===== src/core/pvic_regs.svh =====
// Offsets, field positions, reset values and sizes of the controller.
// Assumes a 9-bit byte address; every register is one 32-bit word.
// Function
// RQ1 - Each source's trigger-type field selects level or edge detection.
// RQ2 - External sources: high level, low level, rising or falling edge.
// RQ3 - Enable and disable command writes set the mask, readable back.
// RQ4 - A masked source never affects arbitration, requests or service.
// RQ5 - Set and clear commands change edge latches only, not level sources.
// RQ6 - Vector read clears the latched edge of the chosen source only.
// RQ7 - Fast-forced sources are never cleared by a vector read.
// RQ8 - Fast vector read clears the latched edge of source 0.
// RQ9 - Pending shows all source activity; mask shows enabled sources.
// RQ10 - Status gives current number; core status mirrors both request outputs.
// RQ11 - Eight-level priority logic drives normal request from sources 1 to 31.
// RQ12 - Three-bit priority per source, 7 highest and 0 lowest.
// RQ13 - Normal request rises once an enabled source triggers and priority allows.
// RQ14 - Current source is chosen at vector read; software must read it.
// RQ15 - Current level equals priority of the most recently chosen source.
// RQ16 - Ties at highest priority go to the lowest source number.
// RQ17 - During service only strictly higher priority may raise the request.
// RQ18 - Equal or lower requests wait for the end-of-service write.
// RQ19 - Runs on a free clock, unaffected by power-management gating.
// RQ20 - Either request wakes the core; global mask allows wake alone.
// RQ21 - Source 0 is the fast interrupt pin.
// RQ22 - Source 1 is the OR of the system peripheral lines.
// RQ23 - Sources 2 to 31 are peripheral outputs or external lines.
// RQ24 - Fast-forced sources drive the fast request, not the normal one.
// RQ25 - Vector read drops request, pushes level and number, returns vector.
// RQ26 - End-of-service write pops the eight-deep stack.
// RQ27 - External inputs pass two synchroniser flops before detection.
// RQ28 - Reset masks all, clears latches, empties stack, requests high.
`ifndef PVIC_REGS_SVH
`define PVIC_REGS_SVH
`define PVIC_SMR_BASE 2'h0
`define PVIC_SVR_BASE 2'h1
`define PVIC_IVR      9'h100
`define PVIC_FVR      9'h104
`define PVIC_ISR      9'h108
`define PVIC_IPR      9'h10C
`define PVIC_IMR      9'h110
`define PVIC_CISR     9'h114
`define PVIC_IECR     9'h120
`define PVIC_IDCR     9'h124
`define PVIC_ICCR     9'h128
`define PVIC_ISCR     9'h12C
`define PVIC_EOICR    9'h130
`define PVIC_SPUR     9'h134
`define PVIC_GMASK    9'h138
`define PVIC_FFER     9'h140
`define PVIC_FFDR     9'h144
`define PVIC_FFSR     9'h148
`define PVIC_PRIO_LSB 0
`define PVIC_TRIG_LSB 5
`define PVIC_WORD_RST 32'h00000000
`define PVIC_STACK_DEPTH 8
`endif


===== src/core/pvic_pkg.sv =====
// Types shared by the controller modules.
// Assumes the constants header is on the include path.
`default_nettype none
package pvic_pkg;
  typedef enum logic [1:0]
  {
    PVIC_LVL_LOW   = 2'h0,
    PVIC_LVL_HIGH  = 2'h1,
    PVIC_EDGE_FALL = 2'h2,
    PVIC_EDGE_RISE = 2'h3
  } pvic_trig_t;
  typedef struct packed
  {
    logic [2:0] level;
    logic [4:0] id;
  } pvic_frame_t;
endpackage
`default_nettype wire


===== src/core/pvic_core_if.sv =====
// Bundle between controller, source input stage and arbiter.
// Assumes one clock; all signals are combinational levels.
`default_nettype none
interface pvic_core_if #(parameter int N = 32);
  logic [N-1:0]   raw;
  logic [2*N-1:0] trig;
  logic [N-1:0]   set;
  logic [N-1:0]   clr;
  logic [N-1:0]   pend;
  logic [N-1:0]   req;
  logic [3*N-1:0] prio;
  logic           found;
  logic [4:0]     id;
  logic [2:0]     level;
  modport src (input raw, trig, set, clr, output pend);
  modport arb (input req, prio, output found, id, level);
endinterface
`default_nettype wire


===== src/core/pvic_arbiter.sv =====
// Picks the highest-priority requesting source, lowest number on ties.
// Assumes the request vector is already masked; source 0 is ignored.
`default_nettype none
module pvic_arbiter
  import pvic_pkg::*;
#(
  parameter int N = 32
)
(
  pvic_core_if.arb ab
);
  logic       f_c;
  logic [4:0] id_c;
  logic [2:0] lvl_c;
  always_comb
  begin
    f_c   = 1'b0;
    id_c  = 5'h00;
    lvl_c = 3'h0;
    for (int i = N - 1; i >= 1; i--)
    begin
      if (ab.req[i] && (!f_c || ab.prio[3*i +: 3] >= lvl_c)) // RQ16
      begin
        f_c   = 1'b1;
        id_c  = 5'(i);
        lvl_c = ab.prio[3*i +: 3]; // RQ12
      end
    end
  end
  assign ab.found = f_c;
  assign ab.id    = id_c;
  assign ab.level = lvl_c;
endmodule
`default_nettype wire


===== src/core/pvic_ctrl.sv =====
// Vectored priority interrupt controller with register port.
// Assumes synchronous inputs except lines flagged external.
`include "pvic_regs.svh"
`default_nettype none
module pvic_ctrl
  import pvic_pkg::*;
#(
  parameter int          N        = 32,
  parameter int          SYS_W    = 4,
  parameter logic [31:0] EXT_MASK = 32'h00000001
)
(
  input  wire logic             clock,
  input  wire logic             nrst,
  input  wire logic             fast_interrupt_pin,
  input  wire logic [SYS_W-1:0] system_lines,
  input  wire logic [N-1:2]     source_lines,
  input  wire logic [8:0]       addr,
  input  wire logic [31:0]      wdata,
  input  wire logic             wr_en,
  input  wire logic             rd_en,
  output logic      [31:0]      rdata,
  output logic                  normal_request_n,
  output logic                  fast_request_n,
  output logic                  wake_request
);
  if (N < 3 || N > 32)
  begin : g_bad_n
    $error("pvic_ctrl: N must be 3 to 32");
  end
  localparam int SD = `PVIC_STACK_DEPTH;

  ////////////////////////////////////////////////////////////////////////
  // State

  logic [2:0]     prio_q [N];
  logic [1:0]     trig_q [N];
  logic [31:0]    vec_q  [N];
  logic [N-1:0]   mask_q;
  logic [N-1:0]   ff_q;
  logic [31:0]    spur_q;
  logic [1:0]     gmask_q;
  pvic_frame_t    stack_q [SD];
  logic [3:0]     depth_q;
  logic           norm_n_q;
  logic           fast_n_q;
  logic           wake_q;
  logic [31:0]    rdata_q;
  logic [31:0]    rd_val;
  logic           in_smr;
  logic           in_svr;
  logic [4:0]     idx;
  logic           idx_ok;
  logic [N-1:0]   wd_n;
  logic [N-1:0]   one_n;
  logic           vec_rd;
  logic           fvr_rd;
  logic           eoi_wr;
  logic           push;
  logic [2:0]     top_idx;
  logic [2:0]     cur_lvl;
  logic [4:0]     cur_id;
  logic           irq_cond;
  logic           fiq_cond;
  logic [N-1:0]   auto_clr;

  pvic_core_if #(.N(N)) cb ();

  pvic_src_stage #(.N(N), .EXT_MASK(EXT_MASK)) u_src
  (
    .clock (clock),
    .nrst  (nrst),
    .sb    (cb)
  );

  pvic_arbiter #(.N(N)) u_arb
  (
    .ab (cb)
  );

  ////////////////////////////////////////////////////////////////////////
  // Decode

  assign in_smr = (addr[8:7] == `PVIC_SMR_BASE);
  assign in_svr = (addr[8:7] == `PVIC_SVR_BASE);
  assign idx    = addr[6:2];
  assign idx_ok = (int'(idx) < N);
  assign wd_n   = wdata[N-1:0];
  assign one_n  = {{(N-1){1'b0}}, 1'b1};
  assign vec_rd = rd_en && (addr == `PVIC_IVR);
  assign fvr_rd = rd_en && (addr == `PVIC_FVR);
  assign eoi_wr = wr_en && (addr == `PVIC_EOICR);

  ////////////////////////////////////////////////////////////////////////
  // Source routing

  // Source 0 pin, source 1 system OR, rest peripherals or pins
  assign cb.raw = {source_lines, // RQ23
                   |system_lines, // RQ22
                   fast_interrupt_pin}; // RQ21

  always_comb
  begin
    cb.trig = '0;
    cb.prio = '0;
    for (int i = 0; i < N; i++)
    begin
      cb.trig[2*i +: 2] = trig_q[i]; // RQ1
      cb.prio[3*i +: 3] = prio_q[i]; // RQ12
    end
  end

  assign cb.set = (wr_en && addr == `PVIC_ISCR) ? wd_n : '0; // RQ5
  // Auto clear skips fast-forced sources
  assign auto_clr = (push && !ff_q[cb.id]) ? (one_n << cb.id) : '0; // RQ7
  assign cb.clr = ((wr_en && addr == `PVIC_ICCR) ? wd_n : '0)
                | auto_clr // RQ6
                | (fvr_rd ? one_n : '0); // RQ8

  // Masked, fast-forced and source 0 kept out of arbitration
  assign cb.req = cb.pend & mask_q & ~ff_q & ~one_n; // RQ4 RQ11

  ////////////////////////////////////////////////////////////////////////
  // Configuration registers

  // Clock never gated; every flop runs on each edge
  always_ff @(posedge clock) // RQ19
  begin
    if (!nrst)
    begin
      for (int i = 0; i < N; i++)
      begin
        prio_q[i] <= 3'h0;
        trig_q[i] <= 2'h0;
      end
    end
    else if (wr_en && in_smr && idx_ok)
    begin
      prio_q[idx] <= wdata[`PVIC_PRIO_LSB +: 3]; // RQ12
      trig_q[idx] <= wdata[`PVIC_TRIG_LSB +: 2]; // RQ1
    end
  end

  always_ff @(posedge clock)
  begin
    if (!nrst)
    begin
      for (int i = 0; i < N; i++)
        vec_q[i] <= `PVIC_WORD_RST;
    end
    else if (wr_en && in_svr && idx_ok)
      vec_q[idx] <= wdata;
  end

  always_ff @(posedge clock)
  begin
    if (!nrst)
      mask_q <= '0; // RQ28
    else if (wr_en && addr == `PVIC_IECR)
      mask_q <= mask_q | wd_n; // RQ3
    else if (wr_en && addr == `PVIC_IDCR)
      mask_q <= mask_q & ~wd_n; // RQ3
  end

  always_ff @(posedge clock)
  begin
    if (!nrst)
      ff_q <= '0;
    else if (wr_en && addr == `PVIC_FFER)
      ff_q <= (ff_q | wd_n) & ~one_n; // RQ24
    else if (wr_en && addr == `PVIC_FFDR)
      ff_q <= ff_q & ~wd_n;
  end

  always_ff @(posedge clock)
  begin
    if (!nrst)
    begin
      spur_q  <= `PVIC_WORD_RST;
      gmask_q <= 2'h0;
    end
    else if (wr_en && addr == `PVIC_SPUR)
      spur_q <= wdata;
    else if (wr_en && addr == `PVIC_GMASK)
      gmask_q <= wdata[1:0]; // RQ20
  end

  ////////////////////////////////////////////////////////////////////////
  // Priority stack

  assign top_idx = 3'(depth_q - 4'h1);
  assign cur_lvl = stack_q[top_idx].level; // RQ15
  assign cur_id  = (depth_q != 4'h0) ? stack_q[top_idx].id : 5'h00;

  // Only a strictly higher level may preempt the current one
  assign irq_cond = cb.found
                 && (depth_q == 4'h0 || cb.level > cur_lvl); // RQ17
  // Choice made at the read itself, not when raised
  assign push = vec_rd && irq_cond && (depth_q < 4'(SD)); // RQ14

  always_ff @(posedge clock)
  begin
    if (!nrst)
    begin
      depth_q <= 4'h0; // RQ28
      for (int i = 0; i < SD; i++)
        stack_q[i] <= '0;
    end
    else if (push)
    begin
      stack_q[3'(depth_q)] <= '{level: cb.level, id: cb.id}; // RQ25
      depth_q <= depth_q + 4'h1; // RQ15
    end
    else if (eoi_wr && depth_q != 4'h0)
      depth_q <= depth_q - 4'h1; // RQ26
  end

  ////////////////////////////////////////////////////////////////////////
  // Request outputs

  assign fiq_cond = |(cb.pend & mask_q & (ff_q | one_n)); // RQ24

  always_ff @(posedge clock)
  begin
    if (!nrst)
    begin
      norm_n_q <= 1'b1; // RQ28
      fast_n_q <= 1'b1; // RQ28
      wake_q   <= 1'b0;
    end
    else
    begin
      // Lower requests wait here until the stack is popped
      norm_n_q <= !(irq_cond && !gmask_q[0] && !vec_rd); // RQ13 RQ18
      fast_n_q <= !(fiq_cond && !gmask_q[1]); // RQ24
      wake_q   <= irq_cond || fiq_cond; // RQ20
    end
  end

  assign normal_request_n = norm_n_q;
  assign fast_request_n   = fast_n_q;
  assign wake_request     = wake_q;

  ////////////////////////////////////////////////////////////////////////
  // Read port

  always_comb
  begin
    rd_val = 32'h00000000;
    case (addr)
      `PVIC_IVR:   rd_val = push ? vec_q[cb.id] : spur_q; // RQ25
      `PVIC_FVR:   rd_val = vec_q[0];
      `PVIC_ISR:   rd_val = {27'h0000000, cur_id}; // RQ10
      `PVIC_IPR:   rd_val = 32'(cb.pend); // RQ9
      `PVIC_IMR:   rd_val = 32'(mask_q); // RQ3
      `PVIC_CISR:  rd_val = {30'h00000000, ~fast_n_q, ~norm_n_q}; // RQ10
      `PVIC_SPUR:  rd_val = spur_q;
      `PVIC_GMASK: rd_val = {30'h00000000, gmask_q};
      `PVIC_FFSR:  rd_val = 32'(ff_q);
      default:
      begin
        if (in_smr && idx_ok)
          rd_val = {25'h0000000, trig_q[idx], 2'h0, prio_q[idx]};
        else if (in_svr && idx_ok)
          rd_val = vec_q[idx];
      end
    endcase
  end

  always_ff @(posedge clock)
  begin
    if (!nrst)
      rdata_q <= `PVIC_WORD_RST;
    else if (rd_en)
      rdata_q <= rd_val;
    else
      rdata_q <= `PVIC_WORD_RST;
  end

  assign rdata = rdata_q;

  ////////////////////////////////////////////////////////////////////////
  // Checks

  mask_en_a: assert property (@(posedge clock) disable iff (!nrst) // RQ3
    (wr_en && addr == `PVIC_IECR) |=> ((mask_q & $past(wd_n)) == $past(wd_n)))
    else $error("enable command did not set mask bits");

  mask_dis_a: assert property (@(posedge clock) disable iff (!nrst) // RQ3
    (wr_en && addr == `PVIC_IDCR) |=> ((mask_q & $past(wd_n)) == '0))
    else $error("disable command did not clear mask bits");

  masked_quiet_a: assert property (@(posedge clock) disable iff (!nrst) // RQ4
    ((cb.pend & mask_q) == '0) |=> (normal_request_n && fast_request_n))
    else $error("request raised with no enabled pending source");

  ff_noclr_a: assert property (@(posedge clock) disable iff (!nrst) // RQ7
    vec_rd |-> ((cb.clr & ff_q) == '0))
    else $error("vector read cleared a fast-forced source");

  fvr_clr_a: assert property (@(posedge clock) disable iff (!nrst) // RQ8
    fvr_rd |-> cb.clr[0])
    else $error("fast vector read did not clear source 0");

  core_img_a: assert property (@(posedge clock) disable iff (!nrst) // RQ10
    (rd_en && addr == `PVIC_CISR)
      |=> (rdata[1:0] == ~{$past(fast_request_n), $past(normal_request_n)}))
    else $error("core status does not mirror request lines");

  push_lvl_a: assert property (@(posedge clock) disable iff (!nrst) // RQ15
    push |=> (depth_q == $past(depth_q) + 4'h1
              && cur_lvl == $past(cb.level)))
    else $error("vector read did not push chosen level");

  eoi_pop_a: assert property (@(posedge clock) disable iff (!nrst) // RQ26
    (eoi_wr && depth_q != 4'h0) |=> (depth_q == $past(depth_q) - 4'h1))
    else $error("end of service did not pop the stack");

  vec_drop_a: assert property (@(posedge clock) disable iff (!nrst) // RQ25
    vec_rd |=> normal_request_n)
    else $error("normal request not dropped after vector read");

  nest_gate_a: assert property (@(posedge clock) disable iff (!nrst) // RQ17
    (!normal_request_n && $past(depth_q) != 4'h0)
      |-> ($past(cb.level) > $past(cur_lvl)))
    else $error("request raised without higher priority");

  ff_route_a: assert property (@(posedge clock) disable iff (!nrst) // RQ24
    ((|(cb.pend & mask_q & ff_q)) && !gmask_q[1]) |=> !fast_request_n)
    else $error("fast-forced source did not raise fast request");

  rst_quiet_a: assert property (@(posedge clock) // RQ28
    !nrst |=> (normal_request_n && fast_request_n
               && mask_q == '0 && depth_q == 4'h0))
    else $error("reset left a request or mask active");

  wake_mirror_a: assert property (@(posedge clock) disable iff (!nrst) // RQ20
    (!normal_request_n || !fast_request_n) |-> wake_request)
    else $error("request line low without wake");

  sel_ok_a: assert property (@(posedge clock) disable iff (!nrst) // RQ11
    push |-> (cb.id != 5'h00 && !ff_q[cb.id]
              && mask_q[cb.id] && cb.pend[cb.id]))
    else $error("vector read chose an ineligible source");

endmodule
`default_nettype wire


===== src/core/pvic_src_stage.sv =====
// Input stage for every source: synchroniser on external lines only, detection, edge latch.
// Assumes internal lines are synchronous and active high.
`default_nettype none
module pvic_src_stage
  import pvic_pkg::*;
#(
  parameter int          N        = 32,
  parameter logic [31:0] EXT_MASK = 32'h00000001
)
(
  input wire logic clock,
  input wire logic nrst,
  pvic_core_if.src sb
);
  genvar i;
  generate
    for (i = 0; i < N; i++)
    begin : g_src
      logic line;
      logic pol;
      logic mode;
      logic act;
      logic prev_q;
      logic edge_q;
      logic hit;
      if (EXT_MASK[i])
      begin : g_ext
        logic s1_q;
        logic s2_q;
        always_ff @(posedge clock)
        begin
          s1_q <= sb.raw[i]; // RQ27
          s2_q <= s1_q; // RQ27
        end
        assign line = s2_q;
        assign pol  = sb.trig[2*i]; // RQ2
      end
      else
      begin : g_int
        assign line = sb.raw[i];
        assign pol  = 1'b1; // RQ1
      end
      assign mode = sb.trig[2*i+1]; // RQ1
      assign act  = pol ? line : ~line; // RQ2
      assign hit  = pol ? (line & ~prev_q) : (~line & prev_q); // RQ2
      always_ff @(posedge clock)
      begin
        if (!nrst)
          prev_q <= 1'b0;
        else
          prev_q <= line;
      end
      // Edge latch, set wins over clear
      always_ff @(posedge clock)
      begin
        if (!nrst)
          edge_q <= 1'b0; // RQ28
        else if (!mode)
          edge_q <= 1'b0; // RQ5
        else if (hit || sb.set[i])
          edge_q <= 1'b1; // RQ5
        else if (sb.clr[i])
          edge_q <= 1'b0; // RQ5
      end
      assign sb.pend[i] = mode ? edge_q : act; // RQ9
      edge_set_a: assert property (@(posedge clock) disable iff (!nrst) // RQ5
        (sb.set[i] && mode) |=> edge_q)
        else $error("set command did not latch edge source");
    end
  endgenerate
endmodule
`default_nettype wire


===== config.mk =====
export PLATFORM = sky130hd
export DESIGN_NAME = pvic_ctrl
export DESIGN_NICKNAME = d
export VERILOG_FILES = /design/src/core/pvic_pkg.sv /design/src/core/pvic_core_if.sv /design/src/core/pvic_arbiter.sv /design/src/core/pvic_ctrl.sv /design/src/core/pvic_src_stage.sv
export VERILOG_INCLUDE_DIRS = /design/src /design/src/core
export SDC_FILE = /design/constraint.sdc
export NUM_CORES = 2
export LEC_CHECK = 0
export ABC_AREA = 0
export BUFFER_PORTS_ARGS = -buffer_cell sky130_fd_sc_hd__buf_2
export CORE_UTILIZATION = 55
export CTS_BUF_LIST = sky130_fd_sc_hd__clkbuf_16
export DETAILED_ROUTE_END_ITERATION = 8
export MAX_ROUTING_LAYER = met4
export PLACE_DENSITY = 0.71
export SETUP_SLACK_MARGIN = 0.4
export SYNTH_ARGS = -nofsm -noshare
export SYNTH_HDL_FRONTEND = slang
export SYNTH_HIERARCHICAL = 1
export SYNTH_SLANG_ARGS = --single-unit

===== constraint.sdc =====
create_clock -name clock -period 135.8 [get_ports clock]
set_input_delay 20.37 -clock clock [delete_from_list [all_inputs] [get_ports clock]]
set_output_delay 20.37 -clock clock [all_outputs]
set_load 0.05 [all_outputs]

* After elaboration in Yosys (flattened, before gate mapping)
Memory sizes are Yosys's and may differ from the RTL's.
Index checks and enable logic that the tools add are counted.
Widths: inputs -> output; s select.
** Word-level totals
- Bits in registers :: 203
- RAM bits :: 1248
- Input port bits :: 80
- Output and inout port bits :: 35
- Word-level logic and storage cells :: 674
- Memories kept :: 4
** Operators by class
- Add/sub/neg operators :: 2
- Order comparisons :: 33
- Eq/ne operators :: 17
- Shift-type cells :: 1
- Muxes and demuxes :: 230
- Bitwise operators :: 81
- Reductions and logical operators :: 230
** Memories
- vec_q :: depth 32, width 32, read ports 3, clocked after memory_dff 0, write ports 32, RTL line pvic_ctrl.sv:38 : logic [31:0] vec_q [N];
- prio_q :: depth 32, width 3, read ports 32, clocked after memory_dff 0, write ports 32, RTL line pvic_ctrl.sv:36 : logic [2:0] prio_q [N];
- stack_q :: depth 8, width 8, read ports 1, clocked after memory_dff 0, write ports 8, RTL line pvic_ctrl.sv:43 : pvic_frame_t stack_q [SD];
- trig_q :: depth 32, width 2, read ports 33, clocked after memory_dff 0, write ports 32, RTL line pvic_ctrl.sv:37 : logic [1:0] trig_q [N];
** Operator list (count)
- $mux 32 :: 11
- $pmux 32 s9 :: 1
- $mux 5 :: 35
- $and 32x32->32 :: 5
- $mux 1 :: 145
- $eq 9x9->1 const B :: 16
- $mux 3 :: 33
- $or 32x32->32 :: 3
- $ge 3x3->1 :: 30
- $reduce_bool 2->1 :: 35
- $reduce_and 2->1 :: 34
- $logic_or 1x1->1 :: 64
- $not 32->32 :: 2
- $reduce_or 32->1 :: 2
- $logic_and 1x1->1 :: 51
- $not 1->1 :: 37
- $logic_not 1->1 :: 36
- $and 1x1->1 :: 33
- $or 32x1->32 :: 1
- $shl 1x5->32 const A :: 1
- $mux 4 :: 2
- $mux 8 :: 1
- $reduce_or 8->1 :: 1
- $lt 5x6->1 const B :: 1
- 13 further kinds :: 14

* Depth between registers and ports, before layout
- Depth in word-level cells :: 137
- Gate-level depth with buffers :: 250
- Gate-level depth less buffers :: 246

* Cells and area by module
Netlist, hierarchy kept.
** Modules (own cells, without submodules)
- pvic_ctrl :: times used 1, cells an instance 5552, area each 72303.1 µm², seq. area each 40218.6 µm²
- pvic_arbiter :: times used 1, cells an instance 775, area each 5450.2 µm², seq. area each 0.0 µm²
- pvic_src_stage :: times used 1, cells an instance 238, area each 2667.6 µm², seq. area each 1321.3 µm²

* Worst setup path after synthesis
No wires, ideal clock.
- Path kind :: input-to-reg
- From :: input source_lines[31] (netlist name)
- To :: register u_src.g_src[30].edge_q
- Data arrival time :: 64259 ps
- Required time :: 135678 ps
- Slack :: 71419 ps
- Cell stages on the path :: 223
- Buffers on the path :: 3
- Cells stage by stage :: mux2_2 nand2_1 nor2_1 buf_6 and2_1 ha_1 nor2b_1 o2111ai_1 nand2_1 mux2_2 ha_1 nand2b_1 a2111oi_2 or2_1 clkbuf_1 mux2_2 ha_1 or3b_2 (+187 left out) and2_1 a211o_1 ha_1 nand2b_1 a21oi_1 nor2b_1 o31ai_1 clkbuf_1 o21ai_0 a31oi_1 ha_1 a32o_1 a2111oi_4 nand2_2 or3_4 o21ai_2 nor2b_1 o311a_1
** Between the ends
- Longest elaborated chain between the ends :: 134
** RTL lines
- start: declaration :: RTL line pvic_ctrl.sv:17 : input wire logic [N-1:2] source_lines,
- $mux 1 (*) :: RTL line pvic_src_stage.sv:65 : assign sb.pend[i] = mode ? edge_q : act;
- $and 32x32->32 (*) (2 in series) :: RTL line pvic_ctrl.sv:121 : assign cb.req = cb.pend & mask_q & ~ff_q & ~one_n;
- named net cb.req[31] :: RTL line pvic_core_if.sv:10 : logic [N-1:0] req;
- $mux 3 or $mux 1 (tied branches) :: RTL line pvic_arbiter.sv:22 : if (ab.req[i] && (!f_c || ab.prio[3*i +: 3] >= lvl_c))
- $ge 3x3->1 or $logic_not 1->1 (tied branches) :: RTL line pvic_arbiter.sv:22
- $logic_or 1x1->1 :: RTL line pvic_arbiter.sv:22
- $logic_and 1x1->1 :: RTL line pvic_arbiter.sv:22
- $mux 3 or $mux 1 (tied branches) :: RTL line pvic_arbiter.sv:22
- (+116 left out)
- named net cb.level[2] :: RTL line pvic_core_if.sv:14 : logic [2:0] level;
- (+2 left out)
- $logic_and 1x1->1 (*) :: RTL line pvic_ctrl.sv:197 : && (depth_q == 4'h0 || cb.level > cur_lvl);
- $logic_and 1x1->1 (*) (2 in series) :: RTL line pvic_ctrl.sv:199 : assign push = vec_rd && irq_cond && (depth_q < 4'(SD));
- $logic_and 1x1->1 (*) :: RTL line pvic_ctrl.sv:115 : assign auto_clr = (push && !ff_q[cb.id]) ? (one_n << cb.id) : '0;
- $mux 32 (*) :: RTL line pvic_ctrl.sv:115
- $or 32x32->32 (*) :: RTL line pvic_ctrl.sv:116 : assign cb.clr = ((wr_en && addr == `PVIC_ICCR) ? wd_n : '0)
- $or 32x1->32 (*) :: RTL line pvic_ctrl.sv:116
- named net cb.clr[30] :: RTL line pvic_core_if.sv:8 : logic [N-1:0] clr;
- $reduce_bool 2->1 (no line) (*)
- end signal: assignment :: RTL line pvic_src_stage.sv:57 : edge_q <= 1'b0;
- end signal: assignment :: RTL line pvic_src_stage.sv:59 : edge_q <= 1'b0;
- end signal: assignment :: RTL line pvic_src_stage.sv:61 : edge_q <= 1'b1;
- end: declaration :: RTL line pvic_src_stage.sv:24 : logic edge_q;
The timed path passes the listed nets; every way through them passes the cells marked *. The select of a mux whose other input is x is not followed.
A chain may end at the register's enable or synchronous reset.

* Worst setup path in the final report
- From :: input source_lines[31] (netlist name)
- To :: register rdata_q[18], in the netlist rdata[18]
** RTL lines
- $mux 1 (*) :: RTL line pvic_src_stage.sv:65
- named net cb.pend[31] :: RTL line pvic_core_if.sv:9 : logic [N-1:0] pend;
- $and 32x32->32 (*) (2 in series) :: RTL line pvic_ctrl.sv:121
- named net cb.req[31] :: RTL line pvic_core_if.sv:10
- $mux 3 or $mux 1 (tied branches) :: RTL line pvic_arbiter.sv:22
- $ge 3x3->1 or $logic_not 1->1 (tied branches) :: RTL line pvic_arbiter.sv:22
- $logic_or 1x1->1 :: RTL line pvic_arbiter.sv:22
- $logic_and 1x1->1 :: RTL line pvic_arbiter.sv:22
- (+113 left out)
- $ge 3x3->1 or $logic_not 1->1 (tied branches) :: RTL line pvic_arbiter.sv:22
- $logic_or 1x1->1 :: RTL line pvic_arbiter.sv:22
- $logic_and 1x1->1 :: RTL line pvic_arbiter.sv:22
- $mux 5 (*) :: RTL line pvic_arbiter.sv:22
- named net cb.id[1] :: RTL line pvic_core_if.sv:13 : logic [4:0] id;
- $mem_v2 32x32 (*)
- $mux 32 (*) :: RTL line pvic_ctrl.sv:251 : `PVIC_IVR: rd_val = push ? vec_q[cb.id] : spur_q;
- $pmux 32 s9 (*) :: RTL line pvic_ctrl.sv:250 : case (addr)
- end signal: assignment :: RTL line pvic_ctrl.sv:273 : rdata_q <= `PVIC_WORD_RST;
- end signal: assignment :: RTL line pvic_ctrl.sv:275 : rdata_q <= rd_val;
- end signal: assignment :: RTL line pvic_ctrl.sv:277 : rdata_q <= `PVIC_WORD_RST;
- end: declaration :: RTL line pvic_ctrl.sv:48 : logic [31:0] rdata_q;
The timed path passes the listed nets; every way through them passes the cells marked *.

==> flow_summary.json <==
{
  "worstMarginPinSlew_ns": 1.169,
  "status": "finished, final reports clean",
  "placed_cells": 8129,
  "clk_pin_slew_ns": 0.06,
  "slew_violations": 0,
  "cts_root_buf": "clkbuf_16",
  "drc": 0,
  "h-tree-depth": 4,
  "busiest_layer": "met2",
  "ant_nets": 0,
  "final_cell_mix": "edfxtp_1 (1248), and2_1 (1165), mux2i_1 (581)",
  "synth_area_um2": 80420,
  "syn_avg_cell_area_um2": 12.25,
  "cts.path.max_buffers": 3,
  "setup_tns_ns": 0,
  "grtUsageMet1_pct": 50.60,
  "p_per_area_nw_per_um2": 11.70,
  "hold_class": "register to register",
  "wl_um": 298900,
  "drive_gt1_share_pct": 16.96,
  "cp_slowest_stage_delay_ns": 0.91,
  "drt_iter0_drc": 10490,
  "drt_first_pass_iters": 8,
  "hold_viol": 0,
  "end_kind": "register",
  "worst_clock_skew_ns": 0.02146,
  "start_util_pct": 55.71,
  "area_delta_synth_final_pct": 9.573,
  "reg2regPathDepth": 223,
  "vias": 60800,
  "num_rows": 139,
  "drv_cap": 0,
  "finalSetupViolations": 0,
  "slew_headroom_pct": 22.07,
  "min_period_ns": 73.15,
  "crit_type": "input port to register",
  "io_buffers": 114,
  "io_pins": 115,
  "worstPathRequired_ns": 136.46,
  "yosysWarnings": 6,
  "leakage_nw": 32.27,
  "report.power.total_mw": 1.031,
  "post-dp-hpwl_um": 181100,
  "final_common_cell": "edfxtp_1",
  "holdCritStartpoint": "u_src/g_src[0].g_ext.s1_q",
  "fillers": 11130,
  "slowest_stage": "buf_4",
  "critical_path.startpoint_type": "input port",
  "syn-num-nets": 6718,
  "nNetsFinal": 6536,
  "max_freq_mhz": 13.67,
  "grt_setup_unrepaired": "false",
  "die_w_um": 384.4,
  "met3_usage_pct": 12.63,
  "core-area_um2": 144400,
  "grt_pass1_vias": 57980,
  "cts_buffers": 154,
  "arrival_ns": 73.81,
  "worstReg2RegStart": "trig_q[31][1]",
  "avgViaCountPerCell": 7.190,
  "post_cts_buffers": 0,
  "max-vdd-ir-drop_mv": 0.01459,
  "min_period_over_period_pct": 53.86,
  "met2_usage_pct": 59.07,
  "clkLatencyLatePin_ns": 0.81,
  "grt_pass1_wl_um": 419700,
  "fin_cells": 8456,
  "post_synth_inst_count": 6564,
  "cp_max_fo": 61,
  "grt_max_degree": 124,
  "gp_congestion": 0.9881,
  "r2r_slack_ns": 81.79,
  "rr_endpoint": "rdata[18]",
  "wl_per_cell_um": 35.35,
  "crit_start": "source_lines[31]",
  "grt_overflow_total": 0,
  "postCtsResizedCells": 0,
  "hold_end": "u_src/g_src[0].g_ext.s2_q",
  "antenna_found_initial": 30,
  "cts_hold_buffers": 0,
  "dieArea_um2": 147700,
  "numClockSinks": 1451,
  "crit_path_frequent_cell": "ha_1",
  "cts_tree": "yes",
  "holdPathStages": 0,
  "track_usage_pct": 41.24,
  "die_y_um": 384.4
}
==> power breakdown <==
part,total (mW),switching [mW],internal [mW]
logic,0.0853,0.0570,0.0283
registers,0.517,0.0136,0.504
clock network,0.428,0.184,0.244
==> registers in the layout, indices dropped and copies added, names as in the netlist, named ones only <==
name,flops
vec_q,1024
prio_q,96
stack_q,64
trig_q,64
ff_q,32
rdata,32
spur_q,32
u_src/g_src.edge_q,32
u_src/g_src.prev_q,32
depth_q,4
gmask_q,2
fast_request_n,1
normal_request_n,1
u_src/g_src.g_ext.s1_q,1
u_src/g_src.g_ext.s2_q,1
wake_request,1
==> per-layer routing <==
metal | vias to the layer above | share of wire [%]
met3 | 1198 | 14
met1 | 29910 | 34
met4 | 0 | 7.2
li1 | 24520 | -
met5 | - | 0
met2 | 5170 | 44
==> worst max-delay path by stage <==
stage	endpoint	slack, ns
5_1_grt	rdata[22]	58.60
4_1_cts	rdata[19]	63.52
3_3_place_gp	rdata[17]	63.54
6_report	rdata[18]	62.65
3_5_place_dp	rdata[19]	62.92
2_1_floorplan	u_src/g_src[30].edge_q	71.42
==> cell type report <==
| type | count | area, µm² | share of cell area, % |
|---|---|---|---|
| Sequential cell | 1451 | 41540 | 47.14 |
| Multi-Input combinational cell | 4412 | 36880 | 41.86 |
| Clock buffer | 160 | 4004 | 4.544 |
| Tap cell | 1903 | 2381 | 2.702 |
| Timing Repair Buffer | 278 | 1868 | 2.120 |
| Clock inverter | 125 | 1013 | 1.150 |
| Inverter | 85 | 321.6 | 0.3649 |
| Antenna cell | 42 | 105.1 | 0.1193 |
==> critical path: cells and delay by family <==
family	cells	cell delay, ns
adders and majority gates	33	8.93
and+or+nand+nor	74	12.60
AOI/OAI and AO/OA	94	24.18
buffers and inverters	14	4.08
muxes	9	3.32
==> through the flow <==
stage / hold slack, ns / instance area [µm²] / utilization [%] / setup slack (ns)
after floorplan: 0.3096 / 80420 / - / 71.42
after global placement: 0.3545 / 82990 / 57.49 / 63.54
after detailed placement: 0.3464 / 82990 / 57.49 / 62.92
after CTS: 0.3579 / 88010 / 60.97 / 63.52
after global routing: 0.3594 / 88070 / 61.01 / 58.60
final: 0.3711 / 88120 / 61.04 / 62.65
No activity file was read; power rests on OpenSTA's default activity.
